<file path="config.mk">
export PLATFORM = sky130hd
export DESIGN_NAME = cis_rom
export DESIGN_NICKNAME = d
export VERILOG_FILES = /design/src/rtl/cis_pkg.sv /design/src/rtl/cis_addr_dec.sv /design/src/rtl/cis_name_rom.sv /design/src/rtl/cis_rom.sv
export SDC_FILE = /design/constraint.sdc
export NUM_CORES = 1
export LEC_CHECK = 0
export ABC_AREA = 1
export BUFFER_PORTS_ARGS = -buffer_cell sky130_fd_sc_hd__buf_2
export CORE_UTILIZATION = 35
export DETAILED_ROUTE_END_ITERATION = 12
export PLACE_DENSITY = 0.64
export SLEW_MARGIN = 0
export SYNTH_ARGS = -nofsm -noshare
export SYNTH_HDL_FRONTEND = slang
export SYNTH_SLANG_ARGS = --single-unit
</file>
<file path="constraint.sdc">
create_clock -name sys_clk -period 4.01 [get_ports sys_clk]
set_input_delay 0.2005 -clock sys_clk [delete_from_list [all_inputs] [get_ports sys_clk]]
set_output_delay 0.2005 -clock sys_clk [all_outputs]
set_load 0.005 [all_outputs]
</file>
<file path="src/rtl/cis_pkg.sv">
// ********************************************
// Card information structure constants
// ********************************************
package cis_pkg;

	// Host attribute-memory port widths
	localparam int ADDR_W = 12;
	localparam int DATA_W = 8;
	localparam int IDX_W = 11;

	// Maker identification tuple
	localparam logic [7:0] MID_CODE = 8'h20;
	localparam logic [7:0] MID_LINK_MIN = 8'h04;
	localparam int MID_HDR = 2;

	// Configuration tuple
	localparam logic [7:0] CFG_CODE = 8'h1A;
	localparam int CFG_FIXED_LINK = 5;
	localparam int CFG_FIXED_LEN = 4;
	localparam int SIZE_BASE_LSB = 0;
	localparam int SIZE_MASK_LSB = 2;
	localparam logic [11:0] BASE_MAX = 12'hFFE;
	localparam int SUB_AREA_LEN = 19;

	// Custom interface identification sub-tuple
	localparam logic [7:0] SUB_CODE = 8'hC0;
	localparam logic [7:0] SUB_LINK = 8'h0B;
	localparam logic [7:0] IF_NUMBER = 8'h41;
	localparam logic [7:0] IF_NUMBER_EXT = 8'h03;
	localparam int SUB_STR_AT = 4;
	localparam int NAME_LEN = 9;
	localparam int SUB_NULL_AT = 13;
	localparam int SUB_END_AT = 14;

	// Byte values
	localparam logic [7:0] NULL_BYTE = 8'h00;
	localparam logic [7:0] CHAIN_END = 8'hFF;
	localparam logic [7:0] UNMAPPED = 8'h00;
	localparam logic [7:0] RDATA_IDLE = 8'h00;

	// Write monitor status byte, outside the tuple area
	localparam logic [11:0] STAT_ADDR = 12'h7F0;
	localparam int STAT_CLR_BIT = 0;

endpackage : cis_pkg

</file>
<file path="src/rtl/cis_addr_dec.sv">
`timescale 1ns/1ps
// ********************************************
// Attribute address decode
// ********************************************
module cis_addr_dec (
	input logic [cis_pkg::ADDR_W-1:0] addr,
	output logic [cis_pkg::IDX_W-1:0] byte_idx,
	output logic even_hit,
	output logic stat_hit
);

	// Byte n of the structure sits at address 2n
	assign byte_idx = addr[cis_pkg::ADDR_W-1:1]; // [RQ15]
	// Odd addresses never carry tuple data
	assign even_hit = ~addr[0]; // [RQ15]
	assign stat_hit = (addr == cis_pkg::STAT_ADDR);

endmodule : cis_addr_dec

</file>
<file path="src/rtl/cis_name_rom.sv">
`timescale 1ns/1ps
// ********************************************
// Interface name string store
// ********************************************
module cis_name_rom #(
	parameter logic [8*cis_pkg::NAME_LEN-1:0] NAME = "XIF_V1.00" // Arbitrary neutral name
) (
	input logic [4:0] char_idx,
	output logic [7:0] char_byte
);

	// First character is in the top byte; past the end reads the null
	always_comb begin
		if (int'(char_idx) < cis_pkg::NAME_LEN) begin
			char_byte = NAME[8*(cis_pkg::NAME_LEN-1-int'(char_idx)) +: 8]; // [RQ14]
		end else begin
			char_byte = cis_pkg::NULL_BYTE; // [RQ14]
		end
	end

endmodule : cis_name_rom

</file>
<file path="src/rtl/cis_rom.sv">
`timescale 1ns/1ps
// Operation
// [RQ1] Maker identification tuple byte 0 reads tuple code 0x20.
// [RQ2] Maker tuple byte 1 is the link to next tuple, at least 4.
// [RQ3] Maker tuple byte 2 is maker code, byte 3 card information.
// [RQ4] Configuration tuple byte 0 is 0x1A, byte 1 link five plus field lengths.
// [RQ5] Mask-size field holds presence-mask byte count minus one.
// [RQ6] Base-size field holds base-address byte count minus one.
// [RQ7] One byte holds the index of the last configuration entry.
// [RQ8] Host stops scanning after the entry matching the last index.
// [RQ9] Configuration register base is even and not above 0xFFE.
// [RQ10] Presence mask bit is one for an existing register, else zero.
// [RQ11] Configuration tuple holds a 19-byte sub-tuple area with interface sub-tuple.
// [RQ12] Interface sub-tuple starts with code 0xC0 then link 0x0B.
// [RQ13] Interface number byte reads 0x41.
// [RQ14] Name string from sub-tuple byte 4, null ended, then 0xFF.
// [RQ15] Tuple byte n lives at address 2n; odd addresses hold nothing.
// [RQ16] Size byte: base size low two bits, mask size above, top zero.
// [RQ17] Tuple bytes are read-only; host writes change nothing.
module cis_rom #(
	parameter logic [7:0] MID_LINK = 8'h04,
	parameter logic [7:0] MAKER_CODE = 8'h00,
	parameter logic [7:0] CARD_INFO = 8'h00,
	parameter logic [1:0] BASE_SIZE = 2'h1,
	parameter logic [1:0] MASK_SIZE = 2'h0,
	parameter logic [5:0] LAST_INDEX = 6'h00,
	parameter logic [11:0] CFG_BASE = 12'h200,
	parameter logic [31:0] PRESENCE_MASK = 32'h0000_0001,
	// Arbitrary neutral identification string
	parameter logic [8*cis_pkg::NAME_LEN-1:0] IF_NAME = "XIF_V1.00"
) (
	input logic sys_clk,
	input logic nrst,
	input logic [cis_pkg::ADDR_W-1:0] addr,
	input logic [cis_pkg::DATA_W-1:0] wdata,
	input logic wr,
	input logic rd,
	output logic [cis_pkg::DATA_W-1:0] rdata,
	output logic wr_seen
);

	// ********************************************
	// Layout of the structure
	// ********************************************

	// Link never below its floor, so a short setting cannot hide the next tuple
	localparam logic [7:0] MID_LINK_EFF = (MID_LINK < cis_pkg::MID_LINK_MIN) ?
		cis_pkg::MID_LINK_MIN : MID_LINK; // [RQ2]

	localparam int BASE_N = int'(BASE_SIZE) + 1; // [RQ6]
	localparam int MASK_M = int'(MASK_SIZE) + 1; // [RQ5]
	// Placed where the advertised link points, not where the raw setting would
	localparam int CFG_AT = cis_pkg::MID_HDR + int'(MID_LINK_EFF); // [RQ2]
	localparam int BASE_AT = CFG_AT + cis_pkg::CFG_FIXED_LEN;
	localparam int MASK_AT = BASE_AT + BASE_N;
	localparam int SUB_AT = MASK_AT + MASK_M;
	localparam int CEND_AT = SUB_AT + cis_pkg::SUB_AREA_LEN;
	localparam int CIS_LEN = CEND_AT + 1;
	localparam int CFG_LINK_I = cis_pkg::CFG_FIXED_LINK + BASE_N + MASK_M + cis_pkg::SUB_AREA_LEN;
	localparam logic [7:0] CFG_LINK = 8'(CFG_LINK_I); // [RQ4]

	// Base forced even and clamped to the top legal byte
	localparam logic [11:0] BASE_EFF = (CFG_BASE > cis_pkg::BASE_MAX) ?
		cis_pkg::BASE_MAX : {CFG_BASE[11:1], 1'b0}; // [RQ9]

	// Size byte packing
	localparam logic [7:0] SIZE_BYTE = (8'(MASK_SIZE) << cis_pkg::SIZE_MASK_LSB) |
		(8'(BASE_SIZE) << cis_pkg::SIZE_BASE_LSB); // [RQ16]

	// ********************************************
	// Address decode and name lookup
	// ********************************************

	logic [cis_pkg::IDX_W-1:0] byte_idx;
	logic even_hit;
	logic stat_hit;
	logic [4:0] char_idx;
	logic [7:0] char_byte;
	int idx_i;
	int sub_k;

	cis_addr_dec u_dec (
		.addr(addr),
		.byte_idx(byte_idx),
		.even_hit(even_hit),
		.stat_hit(stat_hit)
	);

	// Offset inside the sub-tuple area and character position in the name
	always_comb begin
		idx_i = int'(byte_idx);
		sub_k = idx_i - SUB_AT;
		if (sub_k >= cis_pkg::SUB_STR_AT && sub_k < cis_pkg::SUB_AREA_LEN) begin
			char_idx = 5'(sub_k - cis_pkg::SUB_STR_AT);
		end else begin
			char_idx = 5'h1F;
		end
	end

	cis_name_rom #(
		.NAME(IF_NAME)
	) u_name (
		.char_idx(char_idx),
		.char_byte(char_byte)
	);

	// ********************************************
	// Byte image
	// ********************************************

	// One byte of the structure by index; pure lookup, nothing stored
	function automatic logic [7:0] cis_byte(input int i, input logic [7:0] ch);
		int k;
		logic [7:0] b;
		k = i - SUB_AT;
		b = cis_pkg::UNMAPPED;
		if (i == 0) begin
			b = cis_pkg::MID_CODE; // [RQ1]
		end else if (i == 1) begin
			b = MID_LINK_EFF; // [RQ2]
		end else if (i == 2) begin
			b = MAKER_CODE; // [RQ3]
		end else if (i == 3) begin
			b = CARD_INFO; // [RQ3]
		end else if (i < CFG_AT) begin
			b = cis_pkg::NULL_BYTE;
		end else if (i == CFG_AT) begin
			b = cis_pkg::CFG_CODE; // [RQ4]
		end else if (i == CFG_AT + 1) begin
			b = CFG_LINK; // [RQ4]
		end else if (i == CFG_AT + 2) begin
			b = SIZE_BYTE; // [RQ5] [RQ6] [RQ16]
		end else if (i == CFG_AT + 3) begin
			b = {2'b00, LAST_INDEX}; // [RQ7]
		end else if (i < MASK_AT) begin
			// Base address, least significant byte first
			b = (i - BASE_AT < 2) ? BASE_EFF[8*(i-BASE_AT) +: 8] : cis_pkg::NULL_BYTE; // [RQ9]
		end else if (i < SUB_AT) begin
			// One bit per configuration register, set when it exists
			b = PRESENCE_MASK[8*(i-MASK_AT) +: 8]; // [RQ10]
		end else if (i < CEND_AT) begin
			if (k == 0) begin
				b = cis_pkg::SUB_CODE; // [RQ12]
			end else if (k == 1) begin
				b = cis_pkg::SUB_LINK; // [RQ12]
			end else if (k == 2) begin
				b = cis_pkg::IF_NUMBER; // [RQ13]
			end else if (k == 3) begin
				b = cis_pkg::IF_NUMBER_EXT;
			end else if (k < cis_pkg::SUB_NULL_AT) begin
				b = ch; // [RQ14]
			end else if (k == cis_pkg::SUB_NULL_AT) begin
				b = cis_pkg::NULL_BYTE; // [RQ14]
			end else begin
				// Chain end, and the spare room of the area reads as end too
				b = cis_pkg::CHAIN_END; // [RQ11] [RQ14]
			end
		end else if (i == CEND_AT) begin
			b = cis_pkg::CHAIN_END; // [RQ11]
		end
		return b;
	endfunction : cis_byte

	// ********************************************
	// Read path
	// ********************************************

	logic [7:0] rdata_d;
	logic [7:0] rdata_q;
	logic [7:0] stat_byte;
	logic [6:0] wr_cnt_q;
	logic wr_seen_q;

	assign stat_byte = {wr_seen_q, wr_cnt_q};

	// Odd or unmapped addresses answer with a fixed byte, never stale data
	always_comb begin
		if (stat_hit) begin
			rdata_d = stat_byte;
		end else if (!even_hit) begin
			rdata_d = cis_pkg::UNMAPPED; // [RQ15]
		end else if (idx_i < CIS_LEN) begin
			rdata_d = cis_byte(idx_i, char_byte); // [RQ15]
		end else begin
			rdata_d = cis_pkg::UNMAPPED;
		end
	end

	// Read data stands only in the cycle after the strobe
	always_ff @(posedge sys_clk or negedge nrst) begin
		if (!nrst) begin
			rdata_q <= cis_pkg::RDATA_IDLE;
		end else if (rd) begin
			rdata_q <= rdata_d;
		end else begin
			rdata_q <= cis_pkg::RDATA_IDLE;
		end
	end

	assign rdata = rdata_q;

	// ********************************************
	// Write monitor
	// ********************************************

	// Tuple bytes are constants, so a host write can only be counted
	always_ff @(posedge sys_clk or negedge nrst) begin
		if (!nrst) begin
			wr_seen_q <= 1'b0;
		end else if (wr && !stat_hit) begin
			wr_seen_q <= 1'b1; // [RQ17]
		end else if (wr && stat_hit && wdata[cis_pkg::STAT_CLR_BIT]) begin
			wr_seen_q <= 1'b0;
		end
	end

	// Saturating count, so a runaway driver cannot wrap it back to zero
	always_ff @(posedge sys_clk or negedge nrst) begin
		if (!nrst) begin
			wr_cnt_q <= 7'h00;
		end else if (wr && stat_hit && wdata[cis_pkg::STAT_CLR_BIT]) begin
			wr_cnt_q <= 7'h00;
		end else if (wr && !stat_hit && wr_cnt_q != 7'h7F) begin
			wr_cnt_q <= wr_cnt_q + 7'h01; // [RQ17]
		end
	end

	assign wr_seen = wr_seen_q;
endmodule : cis_rom

</file>
Word level (Yosys, flattened, before mapping)
Cells that the tools add are included.
{"block": "totals", "input_bits": 24, "ff_bits": 16, "word_cells": 76}
{"block": "classes", "n_eq_ne": 14, "n_shift": 3, "n_mux": 30, "addsub": 6, "n_reduce_logical": 10, "magnitude_cmp": 10}
{"cell": "2-to-1 mux 8 bit", "count": 25}
{"cell": "indexed part select 72 x 32 -> 8 bit, first input constant", "count": 1}
{"cell": "logical NOT 32 bit", "count": 2}
{"cell": "subtractor 11 x 4 -> 12 bit, second input constant", "count": 3}
{"cell": "indexed part select 32 x 15 -> 8 bit, first input constant", "count": 1}
{"cell": "equality test 12 x 3 -> 1 bit, second input constant", "count": 2}
{"cell": "equality test 11 x 3 -> 1 bit, second input constant", "count": 2}
{"cell": "equality test 11 x 4 -> 1 bit, second input constant", "count": 2}
{"cell": "equality test 11 x 5 -> 1 bit, second input constant", "count": 2}
{"cell": "less-than comparator 11 x 4 -> 1 bit, second input constant", "count": 2}
{"cell": "less-than comparator 11 x 6 -> 1 bit, second input constant", "count": 2}
{"cell": "indexed part select 12 x 15 -> 8 bit, first input constant", "count": 1}
{"cell": "2-to-1 mux 7 bit", "count": 2}
{"cell": "equality test 12 x 11 -> 1 bit, second input constant", "count": 1}
{"cell": "equality test 12 x 2 -> 1 bit, second input constant", "count": 1}
{"cell": "equality test 12 x 5 -> 1 bit, second input constant", "count": 1}
{"cell": "greater-or-equal comparator 12 x 4 -> 1 bit, second input constant", "count": 1}
{"cell": "less-than comparator 12 x 3 -> 1 bit, second input constant", "count": 1}
{"cell": "less-than comparator 12 x 5 -> 1 bit, second input constant", "count": 1}
{"cell": "less-than comparator 12 x 6 -> 1 bit, second input constant", "count": 1}
{"cell": "equality test 11 x 2 -> 1 bit, second input constant", "count": 1}
{"cell": "equality test 11 x 7 -> 1 bit, second input constant", "count": 1}
{"cell": "less-than comparator 11 x 3 -> 1 bit, second input constant", "count": 1}
{"cell": "adder 7 x 1 -> 7 bit, second input constant", "count": 1}
{"cell": "9 further kinds", "count": 15}

Longest topological paths before layout
{"block": "logic_depth", "word_depth": 28, "depth_mapped": 33, "mapped_depth_nobuf": 33}

By module
From an unflattened synthesis, not the netlist that was laid out.
{"block": "unflattened", "cells_unflattened": 395, "area_unflattened_um2": 2398.6}
{"module": "cis_rom", "seq_area_each_um2": 400.4, "area_each_um2": 2016.9, "n_inst": 1, "cells_each": 320}
{"module": "cis_name_rom", "seq_area_each_um2": 0.0, "area_each_um2": 241.5, "n_inst": 1, "cells_each": 51}
{"module": "cis_addr_dec", "seq_area_each_um2": 0.0, "area_each_um2": 140.1, "n_inst": 1, "cells_each": 24}

Least setup slack after synthesis
No wires, ideal clock.
{"block": "synth_path", "kind": "input -> register", "from": "in addr[2] (netlist name)", "to": "reg rdata_q[1], in the netlist rdata[1]", "t_arrival_ns": 2.852, "setup_time_ns": 0.073, "n_path_buf": 0, "setup_slack_ns": 1.085, "path_stages": 30, "cell_sequence": "inv_1 > ha_1 > nand2_4 > nand2_4 > inv_1 > nand2_1 > nand2_1 > ha_1 > a21oi_1 > nand3_1 > nand3_2 > nand2_4 > nor2_1 > ha_1 > nand4_1 > nand2_1 > clkinv_1 > nand3_1 > nand3_1 > nand3_1 > nand2_1 > nand2_1 > nand2_1 > nand2_1 > nand2_1 > nand2_1 > nand2_1 > nand2_1 > nand2_1 > a21oi_2"}
{"block": "synth_via", "elab_chain_cells": 28}
{"item": "start: declaration", "line_no": "cis_rom.sv:34", "source": "input logic [cis_pkg::ADDR_W-1:0] addr,"}
{"item": "subtractor 11 x 4 -> 12 bit", "line_no": "cis_rom.sv:92, cis_rom.sv:115"}
{"item": "greater-or-equal comparator 12 x 4 -> 1 bit or less-than comparator 12 x 6 -> 1 bit (tied branches)", "line_no": "cis_rom.sv:93", "source": "if (sub_k >= cis_pkg::SUB_STR_AT && sub_k < cis_pkg::SUB_AREA_LEN) begin"}
{"item": "logical AND 1 bit", "line_no": "cis_rom.sv:93"}
{"item": "2-to-1 mux 5 bit", "line_no": "cis_rom.sv:93"}
{"item": "subtractor 4 x 5 -> 6 bit", "line_no": "cis_name_rom.sv:15", "source": "char_byte = NAME[8*(cis_pkg::NAME_LEN-1-int'(char_idx)) +: 8];"}
{"item": "indexed part select 72 x 32 -> 8 bit", "line_no": "cis_name_rom.sv:15"}
{"item": "2-to-1 mux 8 bit", "line_no": "cis_name_rom.sv:14", "source": "if (int'(char_idx) < cis_pkg::NAME_LEN) begin"}
{"item": "2-to-1 mux 8 bit", "line_no": "cis_rom.sv:150", "source": "end else if (k < cis_pkg::SUB_NULL_AT) begin"}
{"item": "[... 12 more ...]"}
{"item": "2-to-1 mux 8 bit", "line_no": "cis_rom.sv:123", "source": "end else if (i == 3) begin"}
{"item": "2-to-1 mux 8 bit", "line_no": "cis_rom.sv:121", "source": "end else if (i == 2) begin"}
{"item": "2-to-1 mux 8 bit", "line_no": "cis_rom.sv:119", "source": "end else if (i == 1) begin"}
{"item": "2-to-1 mux 8 bit", "line_no": "cis_rom.sv:117", "source": "if (i == 0) begin"}
{"item": "2-to-1 mux 8 bit", "line_no": "cis_rom.sv:182", "source": "end else if (idx_i < CIS_LEN) begin"}
{"item": "2-to-1 mux 8 bit", "line_no": "cis_rom.sv:180", "source": "end else if (!even_hit) begin"}
{"item": "2-to-1 mux 8 bit (*)", "line_no": "cis_rom.sv:178", "source": "if (stat_hit) begin"}
{"item": "2-to-1 mux 8 bit (*)", "line_no": "cis_rom.sv:193", "source": "end else if (rd) begin"}
{"item": "end signal: assignment", "line_no": "cis_rom.sv:192", "source": "rdata_q <= cis_pkg::RDATA_IDLE;"}
{"item": "end signal: assignment", "line_no": "cis_rom.sv:194", "source": "rdata_q <= rdata_d;"}
{"item": "end signal: assignment", "line_no": "cis_rom.sv:196", "source": "rdata_q <= cis_pkg::RDATA_IDLE;"}
{"item": "end: declaration", "line_no": "cis_rom.sv:169", "source": "logic [7:0] rdata_q;"}
Every way passes the cells marked *; elsewhere a longest branch is shown, timed or not.
A chain may end at the register's enable or synchronous reset.

Worst setup path in the final report
{"block": "layout_path", "from": "in addr[1] (netlist name)", "to": "reg rdata_q[1], in the netlist rdata[1]"}
The elaborated chain is that of the path after synthesis.

==> qor.csv <==
stage,metric,value,unit
clocking,clock transition at the registers of the reported paths,60,ps
power_and_ir_drop,pwr dens,226,nW/um2
place,number of port buffers,25,
routing,DRC errors left,0,
setup_path,Worst Reg-to-Reg Cells,13,
logic_synthesis,number of flops mapped to enable cells by yosys,0,
die,row count,27,
die,Die H,79.0,um
setup_path,critical path startpoint,addr[1],
finish,register area,400,um2
setup_path,Reg2Reg Setup Slack,1850,ps
timing,"Hold Vio Cnt, Final",0,
logic_synthesis,share of the synthesized area in the top cell type,19.3,%
setup_path,r2r endpoint,wr_cnt_q[5],
timing,setup TNS,0,ps
timing,Fmax,0.294,GHz
finish,nets,403,
logic_synthesis,Synth Instances,329,
logic_synthesis,Synth async-reset ratio,100,%
logic_synthesis,most common cell in the netlist,nand2_1,
place,dpl ws,389,ps
power_and_ir_drop,sw power,0.000197,W
routing,DRT Wirelength,4990,um
finish,Fill cells,622,
global_route,initial antenna violation count,0,
clocking,Worst-Skew Late Latency,250,ps
setup_path,Critical Path Sink Type,flop,
timing,Tmin final,3400,ps
logic_synthesis,sequential share of the synthesized area,19.3,%
place,routability cong.,0.837,
finish,layout cells sized above 1,16.8,%
clocking,Post-CTS Setup Bufs,0,
clocking,clock root buffer,clkbuf_8,
routing,routed length per instance,11.6,um
place,dpl cells,425,
die,Ports,33,
finish,synthesis-to-layout area growth,12.3,%
clocking,CTS Buf Count,3,
clocking,clk buf depth,2,
routing,DRT Pass-1 Iters,4,
power_and_ir_drop,Gate power share,36.0,%
clocking,Clock Sink Count,16,
logic_synthesis,"Avg Cell Area, Syn",6.31,um2
finish,post-route cell area,2330,um2
power_and_ir_drop,clock power share,22.2,%
setup_path,Setup crit end,rdata[1],
logic_synthesis,Mapped Area,2070,um2
setup_path,Setup crit start kind,input port,
logic_synthesis,register bit total from synthesis,16,
setup_path,"Max FO, Critical Path",11,
finish,Final Instance Count excl. Fillers,429,
place,post-DP HPWL,4090,um
power_and_ir_drop,static leakage,1.23,nW
die,die width,79.0,um
timing,Worst-Margin Slew,691,ps
place,Post-DP Area,2280,um2
status,status,"complete, no violations",
routing,"antenna viol nets, final",0,
power_and_ir_drop,Flop pwr share,41.9,%
die,core area,5610,um2
routing,Initial DRC Count,88,
timing,worst setup margin,606,ps
job,Max-Cap Viols,0,
logic_synthesis,Yosys cell types,32,
setup_path,reg2reg start,wr_cnt_q[0],
global_route,number of global-route vias before repair,2049,
global_route,total track usage,17.7,%
logic_synthesis,Syn Nets,373,
finish,diode count,0,
logic_synthesis,dominant cell type by area after synthesis,dfrtp_1,
setup_path,critical path data arrival time,3580,ps
finish,Layout Utilization,41.5,%
routing,detail-routed via count per cell,4.91,
power_and_ir_drop,Peak supply drop,0.000267,V
die,Initial Util,37.0,%
global_route,grt ovf,0,
die,die area,6240,um2
routing,via count,2108,
global_route,first-pass GRT wire length,9030,um
timing,Final Max Tran Viols,0,
logic_synthesis,Synth Warn #,0,
timing,Final Cycle Share,84.9,%
timing,RSZ-0062 raised after global routing,no,
timing,Slew headroom,53.6,%
setup_path,Worst Setup Path Type,in -> reg,
power_and_ir_drop,Sw Share,37.5,%
logic_synthesis,largest cells by area after synthesis,"dfrtp_1 19%, ha_1 12%, nand2_1 12%",
power_and_ir_drop,internal power,0.000330,W
global_route,largest net degree at the start of global routing,17,
clocking,H-Tree Depth,1,
logic_synthesis,commonest cells in the netlist,"64 x nand2_1, 59 x inv_1, 30 x nor2_1, 26 x nand3_1",
finish,multi-input logic area,1420,um2
min_path,HP Class,in -> reg,
logic_synthesis,prevailing post-synth register cell,dfrtp_1,
timing,Setup Skew,1.39,ps
clocking,CTS tree,done,
setup_path,Worst Path Required,4190,ps
timing,final setup violating endpoints,0,
[critical path: stages]
cell,delay [ps]
buf_2,240
inv_1,180
ha_1,260
xor2_1,320
ha_1,210
inv_1,50
a21oi_1,120
nand3_1,100
nand3_2,130
nand2_4,80
nor2_1,180
ha_1,210
nand4_1,120
nand2_1,170
clkinv_1,100
nand3_1,80
nand3_1,110
nand3_1,90
nand2_1,50
nand2_1,50
nand2_1,60
nand2_1,50
nand2_1,50
nand2_1,60
nand2_1,60
nand2_1,60
nand2_1,60
a21oi_2,120
[power groups by stage]
stage	Clock, W	Sequential (W)	Combinational (W)
after floorplan	0	0.000214	0.000143
final	0.000117	0.000221	0.000189
after CTS	0.000122	0.000220	0.000190
after global routing	0.000131	0.000225	0.000227
after detailed placement	0	0.000223	0.000188
after global placement	0	0.000221	0.000184
[logic make-up (layout without fill, tap and decap cells)]
logic type      count (synthesis)  after routing  share of synthesized area (%)
fa+ha+maj                      20             20                           12.1
compound gates                 51             51                           13.9
buf+inv                        65             93                           12.1
xor+xnor                        2              2                          0.845
simple gates                  175            175                           41.7
flops                          16             16                           19.3
[cell usage in the layout, fill, tap and decap left out]
cell           netlist  routed
nor4_1               3       3
o21bai_1             2       2
nor2_1              30      30
dlygate4sd3_1        0       1
inv_1               59      59
dfrtp_1             16      16
nor3_1              15      15
xor2_1               2       2
a21oi_2              1       1
or2_2                1       1
nand4_1              7       7
nand2_4              5       5
nand2_2              9       9
a21oi_1             20      20
o21a_1               1       1
o22ai_1              1       1
inv_2                4       4
ha_1                20      20
clkinv_1             1       1
nand2_1             64      64
a211oi_1             1       1
o21ai_0             12      12
buf_2                0      25
a22oi_1              1       1
nand3_2              5       5
o21ai_1              6       6
a31oi_1              1       1
o211ai_1             3       3
nor2_2               5       5
nor2_4               2       2
clkbuf_8             0       3
a41oi_1              2       2
nand3_1             26      26
nor3b_1              3       3
[layout make-up]
class / instances / area share [%]
multi-input cells: 248 / 61.1
flip-flops and latches: 16 / 17.2
inverters: 64 / 10.3
repair buffers: 26 / 5.80
well taps: 72 / 3.87
clock buffers: 3 / 1.77
[timing repair]
action | 4_1_cts | 5_1_grt
endpoints found under the setup margin | 0 | 0
hold endpoints to repair | 16 | 0
resized for setup | 0 | 0
hold buffers | 1 | 0
[through the flow]
step	total power, W	hold slack, ps
3_5_place_dp	0.000411	138
6_report	0.000527	220
5_1_grt	0.000583	223
3_3_place_gp	0.000405	130
2_1_floorplan	0.000357	-95.1
4_1_cts	0.000533	221
[sequential cells by signal (all words and copies together) (netlist names)]
name      cells
wr_seen       1
rdata         8
wr_cnt_q      7
[worst min-delay path by stage]
stage                     start  slack, ps       end  cells after the start
after global routing         rd        220  rdata[4]                      3
after detailed placement   nrst        140  rdata[7]                      1
after CTS                    rd        220  rdata[2]                      3
after floorplan            nrst       -100  rdata[0]                      0
final                        rd        220  rdata[2]                      3
after global placement     nrst        130  rdata[7]                      1
[routing by layer]
| layer | wire [um] | share of wire (%) | global-route usage [%] |
|---|---|---|---|
| met5 | 0 | 0 | 0 |
| met4 | 7 | 0.14 | 1.09 |
| met3 | 137 | 2.7 | 2.41 |
| met2 | 2400 | 48 | 31.2 |
| met1 | 2440 | 49 | 23.7 |
Note: power is estimated with default switching activity, not from simulation.
